$ cat src/include/lwli_cfg.svh
/*
 * lwli_cfg.svh: timing figures, codes and bit positions of the LIN
 * wake and level input block.
 * Assumes a 125 MHz system clock and a 1 MHz internal oscillator tick.
 */
`ifndef LWLI_CFG_SVH
`define LWLI_CFG_SVH

// system clock and internal oscillator
`define LWLI_CLK_PERIOD_NS   (1000 / 125)
`define LWLI_OSC_PERIOD_NS   1000
`define LWLI_OSC_DIV         (`LWLI_OSC_PERIOD_NS * 125 / 1000)

// bus wake deglitch window in microseconds
`define LWLI_FILT_MIN_US     30
`define LWLI_FILT_MAX_US     90
// least time rounds up to whole oscillator ticks
`define LWLI_FILT_TICKS      ((`LWLI_FILT_MIN_US * 1000 + `LWLI_OSC_PERIOD_NS - 1) / `LWLI_OSC_PERIOD_NS)

// report delay after the closing rising edge, oscillator ticks
`define LWLI_REPORT_TICKS    2

// interrupt low pulse, typical figure
`define LWLI_INT_LOW_US      10
`define LWLI_INT_TICKS       ((`LWLI_INT_LOW_US * 1000) / `LWLI_OSC_PERIOD_NS)

// serial frame length and slew codes carried in its low bits
`define LWLI_SPI_BITS        8
`define LWLI_SLEW_NORMAL     2'h0
`define LWLI_SLEW_SLOW       2'h1
`define LWLI_SLEW_FAST       2'h2
`define LWLI_SLEW_BAD        2'h3

// bit positions in the pin input vector
`define LWLI_PIN_MOSI        0
`define LWLI_PIN_SCLK        1
`define LWLI_PIN_CS_N        2
`define LWLI_PIN_LVL2        3
`define LWLI_PIN_LVL1        4
`define LWLI_PIN_TXD         5
`define LWLI_PIN_LIN         6
`define LWLI_PIN_W           7

`endif

$ cat src/include/lwli_pkg.sv
/*
 * lwli_pkg: types of the LIN wake and level input block.
 * Assumes lwli_cfg.svh is on the include path.
 */
`include "lwli_cfg.svh"

package lwli_pkg;

	// operating mode driven by the chip's mode controller
	typedef enum logic [1:0] {
		LWLI_MODE_NORMAL,
		LWLI_MODE_SLEEP,
		LWLI_MODE_STOP
	} lwli_mode_t;

	// bus wake detector states
	typedef enum logic [1:0] {
		LWLI_WK_IDLE,
		LWLI_WK_ARMED,
		LWLI_WK_DELAY
	} lwli_wake_t;

	// raw pins from outside the clock domain
	typedef struct packed {
		logic lin_in;     // bus level, low is dominant
		logic txd;        // transmit input, low drives dominant
		logic lvl1;       // level_input_one
		logic lvl2;       // level_input_two
		logic cs_n;       // serial chip select
		logic sclk;       // serial clock
		logic mosi;       // serial data in
	} lwli_pins_t;

	// whole state of the block
	typedef struct packed {
		logic [`LWLI_PIN_W-1:0] s1;        // sync stage one
		logic [`LWLI_PIN_W-1:0] s2;        // sync stage two
		logic [`LWLI_PIN_W-1:0] s3;        // sync stage three
		logic [`LWLI_PIN_W-1:0] flt;       // agreed pin levels
		logic [`LWLI_PIN_W-1:0] flt_prev;  // agreed levels last cycle
		logic [7:0]             osc_cnt;   // oscillator divider
		lwli_wake_t             wk;        // bus wake state
		logic [7:0]             filt_cnt;  // dominant ticks counted
		logic [7:0]             rep_cnt;   // ticks since rising edge
		logic [7:0]             int_cnt;   // interrupt low ticks
		lwli_mode_t             mode_prev; // mode last cycle
		logic                   int_n;     // interrupt output
		logic                   vdd_en;    // regulator enable
		logic                   wake_pulse;
		logic [1:0]             level;     // readable level states
		logic                   lin_dom;   // drive bus dominant
		logic                   rxd;       // receive output
		logic [1:0]             slew;      // slew selection
		logic [7:0]             tx_sh;     // serial out shifter
		logic [7:0]             rx_sh;     // serial in shifter
		logic [3:0]             bit_cnt;   // bits sampled in frame
		logic                   miso;
		logic                   miso_oe;
	} lwli_state_t;

endpackage : lwli_pkg

$ cat src/logic/lwli_top.sv
/*
 * lwli_top: LIN bus wake detector, level input sensing, LIN pin
 * pass-through with slew selection and a small serial status port.
 * Assumes a mode controller drives mode on clk_sys and the analog
 * transceiver turns lin_dom and slew_sel into the bus waveform.
 */
`include "lwli_cfg.svh"

// Functional notes
// - deglitch bus wake, 30 to 90 us
// - report wake two oscillator ticks after rise
// - stop mode wake pulls interrupt low
// - sleep mode wake restarts supply regulator
// - sample data falling edge, launch rising
// - level inputs wake from sleep, stop
// - normal mode exposes both level states
// - fast, normal and slow slew settings
// - receive output follows bus level
// - transmit low drives bus dominant in normal mode
module lwli_top #(
	parameter logic [7:0] OSC_DIV = 8'(`LWLI_OSC_DIV)  // clk cycles per tick
) (
	input  wire logic               clk_sys,
	input  wire logic               rst_n,
	input  wire lwli_pkg::lwli_pins_t pins,
	input  wire lwli_pkg::lwli_mode_t mode,
	output wire logic               lin_dom,
	output wire logic               rxd,
	output wire logic               int_n,
	output wire logic               vdd_en,
	output wire logic               wake_pulse,
	output wire logic [1:0]         level_state,
	output wire logic [1:0]         slew_sel,
	output wire logic               miso,
	output wire logic               miso_oe
);
	import lwli_pkg::*;

	lwli_state_t state_reg;   // all registered state
	lwli_state_t state_next;  // its next value

	// timing figures in oscillator ticks, frame length in bits
	localparam logic [7:0] FILT_TICKS = 8'(`LWLI_FILT_TICKS);
	localparam logic [7:0] REP_TICKS  = 8'(`LWLI_REPORT_TICKS);
	localparam logic [7:0] INT_TICKS  = 8'(`LWLI_INT_TICKS);
	localparam logic [3:0] SPI_BITS   = 4'(`LWLI_SPI_BITS);

	////////////////////////////////////////////////////////////////////////
	// next state
	////////////////////////////////////////////////////////////////////////

	logic       tick;        // one internal oscillator cycle
	logic       low_power;   // sleep or stop
	logic       bus_dom;     // agreed bus level is dominant
	logic       fire;        // any accepted wake event
	logic [`LWLI_PIN_W-1:0] raw;  // pins as a vector
	logic [`LWLI_PIN_W-1:0] dif;  // stages two and three disagree
	logic       cs_fall;
	logic       cs_rise;
	logic       sck_rise;
	logic       sck_fall;

	// one process computes every next value
	always_comb begin
		state_next = state_reg;
		raw = {pins.lin_in, pins.txd, pins.lvl1, pins.lvl2,
			pins.cs_n, pins.sclk, pins.mosi};

		// three flops; a change counts once stages two and three agree
		state_next.s1 = raw;
		state_next.s2 = state_reg.s1;
		state_next.s3 = state_reg.s2;
		dif = state_reg.s2 ^ state_reg.s3;
		state_next.flt = (~dif & state_reg.s3) | (dif & state_reg.flt);
		state_next.flt_prev = state_reg.flt;
		state_next.mode_prev = mode;
		state_next.wake_pulse = 1'b0;

		// oscillator tick from the system clock divider
		tick = (state_reg.osc_cnt == OSC_DIV - 8'h01);
		if (tick) begin
			state_next.osc_cnt = 8'h00;
		end else begin
			state_next.osc_cnt = state_reg.osc_cnt + 8'h01;
		end

		low_power = (mode != LWLI_MODE_NORMAL);
		bus_dom = ~state_reg.flt[`LWLI_PIN_LIN];
		fire = 1'b0;

		// bus wake detector
		unique case (state_reg.wk)
			LWLI_WK_IDLE: begin
				if (!low_power || !bus_dom) begin
					state_next.filt_cnt = 8'h00;
				end else if (tick) begin
					state_next.filt_cnt = state_reg.filt_cnt + 8'h01;
					// accept after least filter time
					// one extra tick: the first tick may land right after the edge
					if (state_reg.filt_cnt == FILT_TICKS) begin
						state_next.wk = LWLI_WK_ARMED;
					end
				end
			end
			LWLI_WK_ARMED: begin
				// wait for the rising edge closing the pulse
				state_next.filt_cnt = 8'h00;
				if (!low_power) begin
					state_next.wk = LWLI_WK_IDLE;
				end else if (!bus_dom) begin
					state_next.rep_cnt = 8'h00;
					state_next.wk = LWLI_WK_DELAY;
				end
			end
			LWLI_WK_DELAY: begin
				if (!low_power) begin
					state_next.wk = LWLI_WK_IDLE;
				end else if (tick) begin
					state_next.rep_cnt = state_reg.rep_cnt + 8'h01;
					if (state_reg.rep_cnt == REP_TICKS - 8'h01) begin
						fire = 1'b1;
						state_next.wk = LWLI_WK_IDLE;
					end
				end
			end
		endcase

		// level input change wakes the chip
		if (low_power && (state_reg.flt[`LWLI_PIN_LVL1:`LWLI_PIN_LVL2] !=
				state_reg.flt_prev[`LWLI_PIN_LVL1:`LWLI_PIN_LVL2])) begin
			fire = 1'b1;
		end

		// interrupt low pulse times out on oscillator ticks
		if (!state_reg.int_n && tick) begin
			state_next.int_cnt = state_reg.int_cnt + 8'h01;
			if (state_reg.int_cnt == INT_TICKS - 8'h01) begin
				state_next.int_n = 1'b1;
			end
		end

		// regulator is on outside sleep, dropped on entering sleep
		if (mode != LWLI_MODE_SLEEP) begin
			state_next.vdd_en = 1'b1;
		end else if (state_reg.mode_prev != LWLI_MODE_SLEEP) begin
			state_next.vdd_en = 1'b0;
		end

		// wake report; set wins over the clears above
		if (fire) begin
			state_next.wake_pulse = 1'b1;
			if (mode == LWLI_MODE_STOP) begin
				state_next.int_n = 1'b0;
				state_next.int_cnt = 8'h00;
			end
			if (mode == LWLI_MODE_SLEEP) begin
				state_next.vdd_en = 1'b1;
			end
		end

		// level states tracked in normal mode
		if (!low_power) begin
			state_next.level = state_reg.flt[`LWLI_PIN_LVL1:`LWLI_PIN_LVL2];
		end

		state_next.rxd = state_reg.flt[`LWLI_PIN_LIN];
		// transmit low drives dominant; silent when asleep
		state_next.lin_dom = ~low_power & ~state_reg.flt[`LWLI_PIN_TXD];

		// serial port edges from agreed levels
		cs_fall  = state_reg.flt_prev[`LWLI_PIN_CS_N] & ~state_reg.flt[`LWLI_PIN_CS_N];
		cs_rise  = ~state_reg.flt_prev[`LWLI_PIN_CS_N] & state_reg.flt[`LWLI_PIN_CS_N];
		sck_rise = ~state_reg.flt_prev[`LWLI_PIN_SCLK] & state_reg.flt[`LWLI_PIN_SCLK];
		sck_fall = state_reg.flt_prev[`LWLI_PIN_SCLK] & ~state_reg.flt[`LWLI_PIN_SCLK];

		if (cs_fall) begin
			// frame start: load level states, enable output
			state_next.tx_sh = {6'h00, state_reg.level};
			state_next.bit_cnt = 4'h0;
			state_next.miso = 1'b0;
			state_next.miso_oe = 1'b1;
		end else if (!state_reg.flt[`LWLI_PIN_CS_N]) begin
			if (sck_rise) begin
				state_next.miso = state_reg.tx_sh[7];
				state_next.tx_sh = {state_reg.tx_sh[6:0], 1'b0};
			end
			if (sck_fall && state_reg.bit_cnt != SPI_BITS) begin
				state_next.rx_sh = {state_reg.rx_sh[6:0],
					state_reg.flt[`LWLI_PIN_MOSI]};
				state_next.bit_cnt = state_reg.bit_cnt + 4'h1;
			end
		end

		if (cs_rise) begin
			state_next.miso_oe = 1'b0;
			state_next.miso = 1'b0;
			// slew set by a full frame in normal mode
			if (!low_power && state_reg.bit_cnt == SPI_BITS &&
					state_reg.rx_sh[1:0] != `LWLI_SLEW_BAD) begin
				state_next.slew = state_reg.rx_sh[1:0];
			end
		end
	end

	////////////////////////////////////////////////////////////////////////
	// state register
	////////////////////////////////////////////////////////////////////////

	// pins idle high (recessive bus, deselected port) out of reset
	always_ff @(posedge clk_sys or negedge rst_n) begin
		if (!rst_n) begin
			state_reg <= '{
				s1: {`LWLI_PIN_W{1'b1}}, s2: {`LWLI_PIN_W{1'b1}},
				s3: {`LWLI_PIN_W{1'b1}}, flt: {`LWLI_PIN_W{1'b1}},
				flt_prev: {`LWLI_PIN_W{1'b1}}, osc_cnt: 8'h00,
				wk: LWLI_WK_IDLE, filt_cnt: 8'h00, rep_cnt: 8'h00,
				int_cnt: 8'h00, mode_prev: LWLI_MODE_NORMAL,
				int_n: 1'b1, vdd_en: 1'b1, wake_pulse: 1'b0,
				level: 2'h0, lin_dom: 1'b0, rxd: 1'b1,
				slew: `LWLI_SLEW_NORMAL, tx_sh: 8'h00, rx_sh: 8'h00,
				bit_cnt: 4'h0, miso: 1'b0, miso_oe: 1'b0};
		end else begin
			state_reg <= state_next;
		end
	end

	// outputs straight from the state register
	assign lin_dom     = state_reg.lin_dom;
	assign rxd         = state_reg.rxd;
	assign int_n       = state_reg.int_n;
	assign vdd_en      = state_reg.vdd_en;
	assign wake_pulse  = state_reg.wake_pulse;
	assign level_state = state_reg.level;
	assign slew_sel    = state_reg.slew;
	assign miso        = state_reg.miso;
	assign miso_oe     = state_reg.miso_oe;

endmodule : lwli_top

$ cat config.mk
export PLATFORM = sky130hd
export DESIGN_NAME = lwli_top
export DESIGN_NICKNAME = d
export VERILOG_FILES = /design/src/include/lwli_pkg.sv /design/src/logic/lwli_top.sv
export VERILOG_INCLUDE_DIRS = /design/src /design/src/include
export SDC_FILE = /design/constraint.sdc
export NUM_CORES = 1
export LEC_CHECK = 0
export CAP_MARGIN = 20
export CORE_UTILIZATION = 55
export CTS_BUF_LIST = sky130_fd_sc_hd__clkbuf_8 sky130_fd_sc_hd__clkbuf_16
export DETAILED_ROUTE_END_ITERATION = 10
export DONT_BUFFER_PORTS = 1
export PLACE_DENSITY_LB_ADDON = 0.05
export SYNTH_ARGS = -nofsm -noshare
export SYNTH_HDL_FRONTEND = slang
export SYNTH_SLANG_ARGS = --single-unit
$ cat constraint.sdc
create_clock -name clk_sys -period 3 [get_ports clk_sys]
set_clock_uncertainty 0.2 [all_clocks]
set_input_delay 0.3 -clock clk_sys [delete_from_list [all_inputs] [get_ports clk_sys]]
set_output_delay 0.3 -clock clk_sys [all_outputs]
set_load 0.01 [all_outputs]
# Yosys cells after proc, flatten, opt, wreduce, memory -nomap -nowiden
# Cells that the tools add are included.
# W data, S select, Z words.
[op_classes]
n_mux = 40
n_addsub = 5
reduce_logical = 24
eq_ne = 27
bitwise = 17
[ops]
columns = ["operator", "count"]
rows = [
  ["$mux W8", 11],
  ["$add A8 B1 Y8 const B", 4],
  ["$pmux W8 S2", 2],
  ["$mux W21", 1],
  ["$mux W2", 8],
  ["$ne A2 B2 Y1 const B", 8],
  ["$and A7 B7 Y7", 2],
  ["$mux W1", 13],
  ["$mux W12", 1],
  ["$ne A3 B3 Y1 const B", 4],
  ["$reduce_bool A2 Y1", 6],
  ["$mux W10", 1],
  ["$reduce_and A2 Y1", 5],
  ["$eq A8 B1 Y1 const B", 1],
  ["$eq A8 B4 Y1 const B", 1],
  ["$eq A8 B5 Y1 const B", 1],
  ["$eq A8 B7 Y1 const B", 1],
  ["$not A1 Y1", 7],
  ["$not A7 Y7", 1],
  ["$or A7 B7 Y7", 1],
  ["$xor A7 B7 Y7", 1],
  ["$ne A2 B1 Y1 const B", 3],
  ["$pmux W2 S3", 1],
  ["$reduce_and A6 Y1", 1],
  ["17 further kinds", 28],
]
[word_totals]
out_inout_bits = 11
inputBits = 11
register_bits = 100

# Longest topological paths before layout
# Gate-level depths: netlist (run 1).
[logic_depth]
depth_word = 7
depth_mapped = 8
mapped_depth_nobuf = 7

# Least setup slack after synthesis (run 1)
# OpenSTA, ideal clock, no wires.
[synth_path]
path_kind = "reg-to-reg"
from = "register state_reg[49] (netlist bit)"
to = "register state_reg[57] (netlist bit)"
stages_incl_launch_ff = 8
setup_slack_ps = 846
setup_time_ps = 125
path_buffers = 0
t_arrival_ps = 1829
path_cell_list = "dfrtp_1 > inv_1 > ha_1 > or4b_1 > or4_1 > o21ai_2 > o211ai_2 > mux2i_1"
[synth_via]
elab_chain_len = 3
[synth_rtl]
columns = ["element", "line", "source"]
rows = [
  ["start, declared", "lwli_top.sv:39", "lwli_state_t state_reg;"],
  ["start signal, assigned", "lwli_top.sv:212", "state_reg <= '{"],
  ["start signal, assigned", "lwli_top.sv:223", "state_reg <= state_next;"],
  ["$eq A8 B5 Y1", "lwli_top.sv:100", "if (state_reg.filt_cnt == FILT_TICKS) begin"],
  ["$ne A2 B2 Y1 (no source line)", "-", ""],
  ["$reduce_and A6 Y1 (no source line)", "-", ""],
]
# Every way passes these cells.
# A chain may end at the register's enable or synchronous reset.

==> results of run 1 <==
[layer usage]
metal  track usage  share of wire  up-vias
met5             0              0        -
met4        0.0836          0.016        0
met3        0.0471          0.028       10
met2         0.298           0.46       44
met1         0.276           0.50     1264
li1              -              -     1254
[area by class of cell]
class                      instances  area [um^2]
clock buffer                      10          149
clock inverter                     6         56.3
fill                             607         2730
inverter                          16         60.1
multi-input combinational        234         1590
sequential                        93         2370
tap                               99          124
timing repair buffer              12          135
[cell usage in the layout, fill, tap and decap left out, types with 2 or more instances in the layout]
cell / count
sky130_fd_sc_hd__dfrtp_1: 58
sky130_fd_sc_hd__nor2_1: 44
sky130_fd_sc_hd__dfstp_2: 35
sky130_fd_sc_hd__nand2_1: 24
sky130_fd_sc_hd__o21ai_0: 22
sky130_fd_sc_hd__ha_1: 17
sky130_fd_sc_hd__inv_1: 16
sky130_fd_sc_hd__mux2i_1: 15
sky130_fd_sc_hd__nand3_1: 12
sky130_fd_sc_hd__xor2_1: 11
sky130_fd_sc_hd__dlygate4sd3_1: 10
sky130_fd_sc_hd__clkbuf_8: 9
sky130_fd_sc_hd__maj3_1: 7
sky130_fd_sc_hd__o31ai_1: 6
sky130_fd_sc_hd__nand4_1: 5
sky130_fd_sc_hd__and3_1: 5
sky130_fd_sc_hd__a21oi_1: 4
sky130_fd_sc_hd__or3_1: 4
sky130_fd_sc_hd__xnor2_1: 4
sky130_fd_sc_hd__nor3_1: 4
sky130_fd_sc_hd__mux2_2: 4
sky130_fd_sc_hd__nand2b_1: 4
sky130_fd_sc_hd__and3b_1: 3
sky130_fd_sc_hd__nor2b_1: 3
sky130_fd_sc_hd__a31oi_1: 3
sky130_fd_sc_hd__inv_8: 3
sky130_fd_sc_hd__or4_1: 2
sky130_fd_sc_hd__nor4_1: 2
sky130_fd_sc_hd__a211oi_1: 2
sky130_fd_sc_hd__or2_2: 2
sky130_fd_sc_hd__nor4b_1: 2
sky130_fd_sc_hd__inv_6: 2
[cell families after synthesis]
group	Yosys count	synth area share
buffers and inverters	28	0.0298
DFF	93	0.581
xor gates and xnor gates	15	0.0322
adders and majority gates	24	0.0693
and+or+nand+nor	125	0.157
muxes	19	0.0479
AOI/OAI and AO/OA	51	0.0825
[power by group through the flow]
| stage | clock [mW] | sequential (mW) | combinational [mW] |
|---|---|---|---|
| final | 0.857 | 1.46 | 0.415 |
| after floorplan | 0 | 1.46 | 0.317 |
| after CTS | 0.887 | 1.46 | 0.419 |
| after global placement | 0 | 1.48 | 0.366 |
| after global routing | 0.942 | 1.48 | 0.472 |
| after detailed placement | 0 | 1.48 | 0.376 |
[through the flow]
stage / setup WS, ns / std cells / utilization / area, um^2
after floorplan: 0.846 / 355 / - / 4080
after global placement: 0.743 / 443 / 0.575 / 4150
after detailed placement: 0.665 / 443 / 0.575 / 4150
after CTS: 0.635 / 470 / 0.621 / 4480
after global routing: 0.491 / 470 / 0.621 / 4480
final: 0.673 / 470 / 0.621 / 4480
[worst max path at each step]
| stage | startpoint | to | slack [ns] | cells after the start |
|---|---|---|---|---|
| 6_report | state_reg[44]$_DFFE_PN0P_ | state_reg[33]$_DFF_PN0_ | 0.67 | 5 |
| 5_1_grt | state_reg[41]$_DFFE_PN0P_ | state_reg[39]$_DFF_PN0_ | 0.49 | 6 |
| 4_1_cts | state_reg[44]$_DFFE_PN0P_ | state_reg[39]$_DFF_PN0_ | 0.63 | 5 |
| 3_5_place_dp | state_reg[44]$_DFFE_PN0P_ | state_reg[39]$_DFF_PN0_ | 0.67 | 5 |
| 3_3_place_gp | state_reg[49]$_DFFE_PN0P_ | state_reg[57]$_DFFE_PN0P_ | 0.74 | 7 |
| 2_1_floorplan | state_reg[49]$_DFFE_PN0P_ | state_reg[57]$_DFFE_PN0P_ | 0.85 | 7 |
[worst max-delay path, cell delays in order (launching register included)]
cell and delay [ns]:
sky130_fd_sc_hd__dfrtp_1 0.43, sky130_fd_sc_hd__or4_1 0.55, sky130_fd_sc_hd__nor4_1 0.38, sky130_fd_sc_hd__a211oi_1 0.22, sky130_fd_sc_hd__nor3_4 0.34, sky130_fd_sc_hd__nor2_1 0.09
[repair_timing]
| action | 4_1_cts | 5_1_grt |
|---|---|---|
| endpoints found under the hold margin | 114 | 0 |
| resized for setup | 0 | 0 |
| hold buffers | 11 | 0 |
| buffers inserted | 0 | 0 |
==> impl_summary.txt, run 1 <==
----------------------------------------------------
[Min path]
  Cell count of the worst hold path ... 0
  Hold_sp ... state_next[92]$_DFF_PN1_
  WHS Endpoint ... state_next[85]$_DFF_PN1_
  Type of the worst min-delay path ... reg -> reg

[Timing]
  Slew headroom ... 0.440
  Final Hold Vio Count ... 0
  Final Slew Violations ... 0
  RSZ-0062 raised after global routing ... false
  Number of failing setup endpoints in the final timing report ... 0
  Worst Hold Margin ... 0.161 ns
  Crit share post-route ... 0.776
  Max Fclk ... 430 MHz
  Total Neg Setup Slack ... 0 ns
  Period minus WS final ... 2.33 ns
  Slew @ Worst Pin ... 0.832 ns

[Yosys]
  Synthesized net count ... 383
  Share of the synthesized area in the top cell type ... 0.356
  Most used standard cells in the synthesized netlist ... sky130_fd_sc_hd__dfrtp_1 (58), sky130_fd_sc_hd__nor2_1 (44), sky130_fd_sc_hd__dfstp_2 (35), sky130_fd_sc_hd__nand2_1 (24), sky130_fd_sc_hd__o21ai_0 (22)
  Library cell occupying the most area in the post-synthesis netlist ... sky130_fd_sc_hd__dfrtp_1
  Leading cell types by total area after synthesis ... sky130_fd_sc_hd__dfrtp_1 (36%), sky130_fd_sc_hd__dfstp_2 (23%), sky130_fd_sc_hd__ha_1 (5.2%)
  Proportion of synthesized chip area in sequential cells ... 0.581
  Synth Cell Area ... 4080 um^2
  Syn_area_per_cell ... 11.5 um^2
  Synthesized instance count ... 355
  Flop and latch count out of synthesis ... 93
  Cell with the most instances after synthesis ... sky130_fd_sc_hd__dfrtp_1
  Synth warnings ... 0
  Dominant synthesized flop cell ... sky130_fd_sc_hd__dfrtp_1
  Count of cell types in the netlist ... 54
  Post-synth EDFFs ... 0
  Async set or reset register ratio after synthesis ... 1.00

[Setup path]
  Required time of the worst setup path ... 3.04 ns
  Maximum fanout encountered on the critical timing path ... 9
  Kind of end point of the critical path ... register
  R2r worst-path depth ... 5
  Arrival time worst endpoint ... 2.37 ns
  Worst R2R Setup Slack ... 0.67 ns
  Classification of the worst setup path ... reg -> reg
  Endpoint of the worst register-to-register path ... state_reg[33]$_DFF_PN0_
  Kind of launch point of the worst setup path ... register
  Worst R2R Start ... state_reg[44]$_DFFE_PN0P_

[Pwr]
  P_int ... 1.91 mW
  Power per cell area ... 610 nW/um^2
  Overall Power ... 2.73 mW
  Max VDD drop ... 0.000422 V
  Gate power share ... 0.152
  Reg power frac ... 0.535
  Power share of the clock group ... 0.314
  Total leakage power ... 1.95 nW
  Switch Pwr ... 0.822 mW
  Switching part of the total ... 0.301

[CTS]
  Buffer type at the clock tree root ... sky130_fd_sc_hd__clkbuf_8
  Longest Clk Path Bufs ... 2
  Clock transition at the registers of the reported paths ... 0.09 ns
  TritonCTS clock tree ... done
  Worst-skew pair later-pin latency ... 0.37 ns
  Clock Sink Count ... 93
  Maximum level of the CTS H-tree ... 3
  Total CTS buffers ... 9

[Routing]
  Vias per cell ... 5.47
  Number of DRC markers after the initial detailed-route iteration ... 156
  TritonRoute pass-1 iters ... 4
  Detailed-route wire length per cell ... 14.2 um
  Aggregate routed wire length ... 6700 um
  Residual antenna-violating net count after detailed routing ... 0
  Via Count ... 2572
  DRC viols ... 0

[GRT]
  Vias in the first global route ... 2465
  Remaining global-route overflow ... 0
  Global-route wire length before repair ... 11600 um
  Global-route usage over all layers ... 0.198
  Antenna violations before repair ... 0
  Pin count of the biggest net entering global routing ... 94

[Final layout]
  Layout area overhead ... 9.88%
  Count of antenna diodes in the layout ... 0
  Final nets ... 394
  Share of post-route cells with drive strength above 1 ... 0.183
  Max reg flops ... 61

[Place]
  Detailed placer's ending HPWL ... 4460 um
  Total of buffers placed on input and output ports ... 0
  Final GP Congestion ... 0.826

[Floorplan]
  Placement row count ... 31
  Starting utilization of the core area ... 0.565
  Core Region ... 7210 um^2
  Die ar. ... 7760 um^2
  Die Ht ... 88.1 um
  I/O pins ... 22
  Chip width ... 88.1 um

[Run status]
  Run status ... finished clean

[Job]
  Max-cap violation count ... 0

----------------------------------------------------
(Power assumes the default switching activity.)
==> run 2: changes to the inputs <==
clock period = 2.25 ns   (was 3 ns; I/O delays follow)
==> impl_summary.txt, run 2 (synthesis gave the netlist of run 1 again) <==
----------------------------------------------------
[Routing]
  TritonRoute pass-1 iters ... 4 (unchanged)
  Aggregate routed wire length ... 6990 um (+4.3%)
  DRC viols ... 0 (unchanged)
  Residual antenna-violating net count after detailed routing ... 0 (unchanged)
  Detailed-route wire length per cell ... 14.3 um (about the same)
  Vias per cell ... 5.36 (-2.0%)
  Number of DRC markers after the initial detailed-route iteration ... 75 (-52%)
  Via Count ... 2628 (+2.2%)

[Final layout]
  Count of antenna diodes in the layout ... 0 (unchanged)
  Share of post-route cells with drive strength above 1 ... 0.243 (+0.0597)
  Final nets ... 414 (+5.1%)
  Layout area overhead ... 14.3%
  Final instance count without filler cells ... 490 (+4.3%)
  Most frequent cells in the layout ... sky130_fd_sc_hd__dfrtp_1 (58), sky130_fd_sc_hd__nor2_1 (43), sky130_fd_sc_hd__dfstp_2 (35)
  Leading cell type in the layout, fill and taps excluded ... sky130_fd_sc_hd__dfrtp_1
  Max reg flops ... 61 (unchanged)

[Setup path]
  Worst R2R Setup Slack ... 0.08 ns (-0.59 ns)
  Classification of the worst setup path ... reg -> reg
  Cell-by-cell trace of the critical path ... inv_1 > ha_1 > or4b_4 > or4_4 > o21ai_4 > o22a_2 > o21ai_0
  Worst R2R Start ... state_reg[49]$_DFFE_PN0P_
  Maximum fanout encountered on the critical timing path ... 2 (-7)
  Endpoint of the worst register-to-register path ... state_reg[58]$_DFFE_PN0P_
  Kind of launch point of the worst setup path ... register
  R2r worst-path depth ... 7 (+2)
  Arrival time worst endpoint ... 2.21 ns (-0.16 ns)
  Kind of end point of the critical path ... register
  Stage delay of the slowest cell on the critical path ... 0.44 ns (-0.11 ns)
  Slowest stage cell on the critical path ... sky130_fd_sc_hd__or4b_4
  Required time of the worst setup path ... 2.30 ns (-0.74 ns)

[Timing]
  Number of failing setup endpoints in the final timing report ... 0 (unchanged)
  Period minus WS final ... 2.17 ns (-0.162 ns)
  Crit share post-route ... 0.963 (+0.187)
  RSZ-0062 raised after global routing ... true
  Slew headroom ... 0.629 (+0.189)
  Max Fclk ... 462 MHz (+7.5%)
  Worst Hold Margin ... -0.661 ns (-0.823 ns)
  Final Hold Vio Count ... 93 (+93)
  Slew @ Worst Pin ... 0.553 ns (-0.279 ns)
  Final Slew Violations ... 0 (unchanged)
  Final WS setup ... 0.0844 ns (-0.588 ns)

[CTS]
  Worst-skew pair later-pin latency ... 0.36 ns (about the same)
  Buffer type at the clock tree root ... sky130_fd_sc_hd__clkbuf_8
  Maximum level of the CTS H-tree ... 3 (unchanged)
  Total CTS buffers ... 9 (unchanged)
  Longest Clk Path Bufs ... 2 (unchanged)
  Hold-fix buffers at CTS ... 9 (-2)
  Clock Sink Count ... 93 (unchanged)
  TritonCTS clock tree ... done
  Clock transition at the registers of the reported paths ... 0.10 ns (about the same)

[Place]
  Detailed placer's ending HPWL ... 4610 um (+3.3%)
  Total of buffers placed on input and output ports ... 0 (unchanged)
  Placed Cells incl. Taps ... 462 (+4.3%)
  Placement-stage worst setup slack ... -0.0204 ns (-0.686 ns)
  Final GP Congestion ... 0.859 (+4.0%)

[Job]
  Max-cap violation count ... 0 (unchanged)

[Floorplan]
  Core Region ... 7210 um^2 (unchanged)
  Chip width ... 88.1 um (unchanged)
  Starting utilization of the core area ... 0.565 (unchanged)
  Die ar. ... 7760 um^2 (unchanged)
  Placement row count ... 31 (unchanged)
  I/O pins ... 22 (unchanged)
  Die Ht ... 88.1 um (unchanged)

[GRT]
  Remaining global-route overflow ... 0 (unchanged)
  Global-route wire length before repair ... 11900 um (+2.5%)
  Vias in the first global route ... 2560 (+3.9%)
  Antenna violations before repair ... 0 (unchanged)
  Pin count of the biggest net entering global routing ... 94 (unchanged)
  Global-route usage over all layers ... 0.202 (+0.00438)

[Min path]
  Type of the worst min-delay path ... in -> async

[Pwr]
  Switching part of the total ... 0.304 (+0.00360)
  Max VDD drop ... 0.000494 V (+17%)
  P_int ... 2.57 mW (+34%)
  Switch Pwr ... 1.12 mW (+37%)
  Total leakage power ... 2.05 nW (+5.2%)
  Power share of the clock group ... 0.300 (-0.014)
  Gate power share ... 0.175 (+0.023)
  Reg power frac ... 0.525 (-0.010)
  Power per cell area ... 791 nW/um^2 (+30%)

[Run status]
  Failing checks ... negative hold slack
  Run status ... finished, violations left

----------------------------------------------------
## run 2: metrics by stage
step / TNS, ns / area, um^2 / power (mW) / util
after floorplan: 0 / 4080 / 2.37 / -
after global placement: 0 / 4290 / 2.53 / 0.595
after detailed placement: -0.0888 / 4290 / 2.54 / 0.595
after CTS: 0 / 4600 / 3.69 / 0.638
after global routing: -0.103 / 4660 / 3.90 / 0.646
final: 0 / 4660 / 3.69 / 0.646
## run 2: what timing repair did
item,CTS,global route
setup buffers,1,2
hold endpoints to repair,117,93
resized for setup,1,9
pin swaps,1,5
gates cloned,0,0
setup endpoints to repair,8,12
## run 2: power groups by stage
| stage | registers, mW | clock network [mW] | logic [mW] |
|---|---|---|---|
| 6_report | 1.94 | 1.10 | 0.646 |
| 2_1_floorplan | 1.94 | 0 | 0.422 |
| 5_1_grt | 1.96 | 1.21 | 0.731 |
| 4_1_cts | 1.94 | 1.15 | 0.602 |
| 3_5_place_dp | 1.97 | 0 | 0.576 |
| 3_3_place_gp | 1.97 | 0 | 0.567 |
## run 2: worst max path at each step
stage,startpoint,endpoint,slack (ns),cells after the start
final,state_reg[49]$_DFFE_PN0P_,state_reg[58]$_DFFE_PN0P_,0.08,7
after global routing,state_reg[49]$_DFFE_PN0P_,state_reg[57]$_DFFE_PN0P_,-0.03,7
after CTS,state_reg[44]$_DFFE_PN0P_,state_reg[37]$_DFF_PN0_,0.04,6
after detailed placement,state_reg[42]$_DFFE_PN0P_,state_reg[40]$_DFF_PN0_,-0.02,7
after global placement,state_reg[49]$_DFFE_PN0P_,state_reg[57]$_DFFE_PN0P_,0.10,7
after floorplan,state_reg[49]$_DFFE_PN0P_,state_reg[57]$_DFFE_PN0P_,0.1,7
## run 2: metal layers
layer / vias to the layer above / GRT usage / routed length, um
li1: 1283 / - / -
met1: 1313 / 0.276 / 3450
met2: 23 / 0.310 / 3280
met3: 9 / 0.0500 / 149
met4: 0 / 0.0850 / 109
met5: - / 0 / 0
## run 2: critical path, delay by kind of cell (launching register included)
kind	cells	cell delay, ns
AND/OR/NAND/NOR	2	0.88
flip-flops	1	0.39
AO/OA/AOI/OAI	3	0.39
adder cells (fa/ha/maj)	1	0.14
buffers and inverters	1	0.06
## run 2: cell type report
cell class	instances	area, um^2
repair buffers	32	275
well taps	99	124
flip-flops and latches	93	2370
multi-input cells	234	1640
fillers	583	2550
inverters	16	60.1
clock buffers	9	124
clock inverters	7	72.6
==> run 3: changes to the inputs <==
CELL_PAD_IN_SITES_DETAIL_PLACEMENT = 1   (was not set)
CELL_PAD_IN_SITES_GLOBAL_PLACEMENT = 2   (was not set)
CORE_UTILIZATION = 43   (was 55)
==> impl_summary.txt, run 3 (synthesis gave the netlist of run 1 again) <==
----------------------------------------------------
[Run status]
  Run status ... finished, violations left
  Failing checks ... negative hold slack

[Floorplan]
  Die Ht ... 99.4 um (+13%)
  Starting utilization of the core area ... 0.444 (-0.122)
  Chip width ... 99.4 um (+13%)
  Core Region ... 9200 um^2 (+27%)
  I/O pins ... 22 (unchanged)
  Placement row count ... 35 (+13%)
  Die ar. ... 9880 um^2 (+27%)

[CTS]
  Total CTS buffers ... 9 (unchanged)
  Maximum level of the CTS H-tree ... 3 (unchanged)
  Clock transition at the registers of the reported paths ... 0.11 ns (about the same)
  Buffer type at the clock tree root ... sky130_fd_sc_hd__clkbuf_8
  Hold-fix buffers at CTS ... 9 (unchanged)
  Longest Clk Path Bufs ... 2 (unchanged)
  Clock Sink Count ... 93 (unchanged)
  TritonCTS clock tree ... done
  Worst-skew pair later-pin latency ... 0.38 ns (+0.02 ns)

[Setup path]
  Launch point of the worst path ... state_reg[49]$_DFFE_PN0P_
  Required time of the worst setup path ... 2.30 ns (about the same)
  Classification of the worst setup path ... reg -> reg
  Kind of end point of the critical path ... register
  Worst R2R Start ... state_reg[49]$_DFFE_PN0P_
  Arrival time worst endpoint ... 2.23 ns (+0.02 ns)
  Kind of launch point of the worst setup path ... register
  Maximum fanout encountered on the critical timing path ... 2 (unchanged)

[Final layout]
  Fill cell total of the finished layout ... 993 (+70%)
  Final nets ... 418 (+0.97%)
  Count of antenna diodes in the layout ... 0 (unchanged)
  Leading cell type in the layout, fill and taps excluded ... sky130_fd_sc_hd__dfrtp_1
  Share of post-route cells with drive strength above 1 ... 0.253 (+0.0102)
  Most frequent cells in the layout ... sky130_fd_sc_hd__dfrtp_1 (58), sky130_fd_sc_hd__nor2_1 (43), sky130_fd_sc_hd__dfstp_2 (35)
  Util after Layout ... 0.509 (-0.137)
  Final instance count without filler cells ... 506 (+3.3%)
  Layout area overhead ... 14.8%
  Max reg flops ... 61 (unchanged)

[GRT]
  Global-route wire length before repair ... 13900 um (+17%)
  Global-route usage over all layers ... 0.185 (-0.0170)
  Vias in the first global route ... 2824 (+10%)
  Pin count of the biggest net entering global routing ... 94 (unchanged)
  Remaining global-route overflow ... 0 (unchanged)
  Antenna violations before repair ... 0 (unchanged)

[Place]
  Placement-stage worst setup slack ... 0.0527 ns (+0.0731 ns)
  Final GP Congestion ... 0.720 (-16%)
  Detailed placer's ending HPWL ... 5600 um (+22%)
  Placed Cells incl. Taps ... 480 (+3.9%)
  Total of buffers placed on input and output ports ... 0 (unchanged)

[Job]
  Max-cap violation count ... 0 (unchanged)

[Timing]
  Number of failing setup endpoints in the final timing report ... 0 (unchanged)
  RSZ-0062 raised after global routing ... true
  Worst Hold Margin ... -0.675 ns (-0.0139 ns)
  Max Fclk ... 459 MHz (-0.51%)
  Slew headroom ... 0.594 (-0.0347)
  Crit share post-route ... 0.967 (+0.00493)
  Final Slew Violations ... 0 (unchanged)
  Final WS setup ... 0.0733 ns (-0.0111 ns)
  Period minus WS final ... 2.18 ns (+0.0111 ns)
  Final Hold Vio Count ... 93 (unchanged)
  Slew @ Worst Pin ... 0.604 ns (+0.0517 ns)

[Pwr]
  Overall Power ... 3.70 mW (+0.34%)
  Total leakage power ... 2.06 nW (+0.52%)
  Max VDD drop ... 0.000417 V (-16%)
  Power per cell area ... 791 nW/um^2 (about the same)

[Routing]
  Aggregate routed wire length ... 8070 um (+15%)
  Number of DRC markers after the initial detailed-route iteration ... 57 (-24%)
  Via Count ... 2677 (+1.9%)
  DRC viols ... 0 (unchanged)
  Detailed-route wire length per cell ... 15.9 um (+12%)
  Residual antenna-violating net count after detailed routing ... 0 (unchanged)
  Vias per cell ... 5.29 (-1.4%)
  TritonRoute pass-1 iters ... 4 (unchanged)

[Min path]
  Type of the worst min-delay path ... in -> async

----------------------------------------------------
run 3: layer usage:
| layer | global-route usage | wire (um) | part of all wire |
|---|---|---|---|
| met1 | 0.250 | 3920 | 0.49 |
| met2 | 0.296 | 3830 | 0.48 |
| met3 | 0.0309 | 177 | 0.022 |
| met4 | 0.0814 | 136 | 0.017 |
| met5 | 0 | 0 | 0 |
run 3: worst paths after layout:
| kind | slack [ns] | cells after the start | to |
|---|---|---|---|
| max in group asynchronous | 2.29 | 0 | state_next[87]$_DFF_PN1_ |
| hold reg to reg | 0.16 | 0 | state_next[86]$_DFF_PN1_ |
| hold / removal | -0.68 | 0 | miso$_DFFE_PN0P_ |
| setup reg to reg | 0.07 | 7 | state_reg[57]$_DFFE_PN0P_ |
| min in group clk_sys | 0.16 | 0 | state_next[86]$_DFF_PN1_ |
| setup / recovery | 0.07 | 7 | state_reg[57]$_DFFE_PN0P_ |
run 3: where the power goes:
group	internal [mW]	switching [mW]	leakage (nW)
Sequential	1.84	0.106	1.14
Combinational	0.291	0.362	0.829
Clock	0.438	0.669	0.0974
run 3: repair_timing:
action	in CTS	in global routing
buffers inserted	0	1
resized for setup	0	9
hold endpoints to repair	114	93
endpoints found under the setup margin	0	16
run 3: area by class of cell:
class | count | area (um^2) | share of cell area
clock inverters | 7 | 72.6 | 0.0155
multi-input cells | 234 | 1620 | 0.347
repair buffers | 36 | 293 | 0.0625
flip-flops and latches | 93 | 2370 | 0.506
clock buffers | 9 | 124 | 0.0265
well taps | 111 | 139 | 0.0297
inverters | 16 | 60.1 | 0.0128
run 3: metrics by stage:
stage               setup TNS, ns  area [um^2]  hold slack (ns)
CTS                             0         4640           -0.691
global route              -0.0450         4680           -0.704
detailed placement              0         4350           -0.269
global placement                0         4350           -0.269
finish                          0         4680           -0.675
floorplan                       0         4080           -0.271
run 3: worst max-delay path, stage by stage (launching register included):
cell and delay, ns:
sky130_fd_sc_hd__dfrtp_1 0.39, sky130_fd_sc_hd__inv_1 0.06, sky130_fd_sc_hd__ha_1 0.13, sky130_fd_sc_hd__or4b_1 0.43, sky130_fd_sc_hd__or4_4 0.44, sky130_fd_sc_hd__o21ai_4 0.17, sky130_fd_sc_hd__o211ai_2 0.11, sky130_fd_sc_hd__mux2i_1 0.13
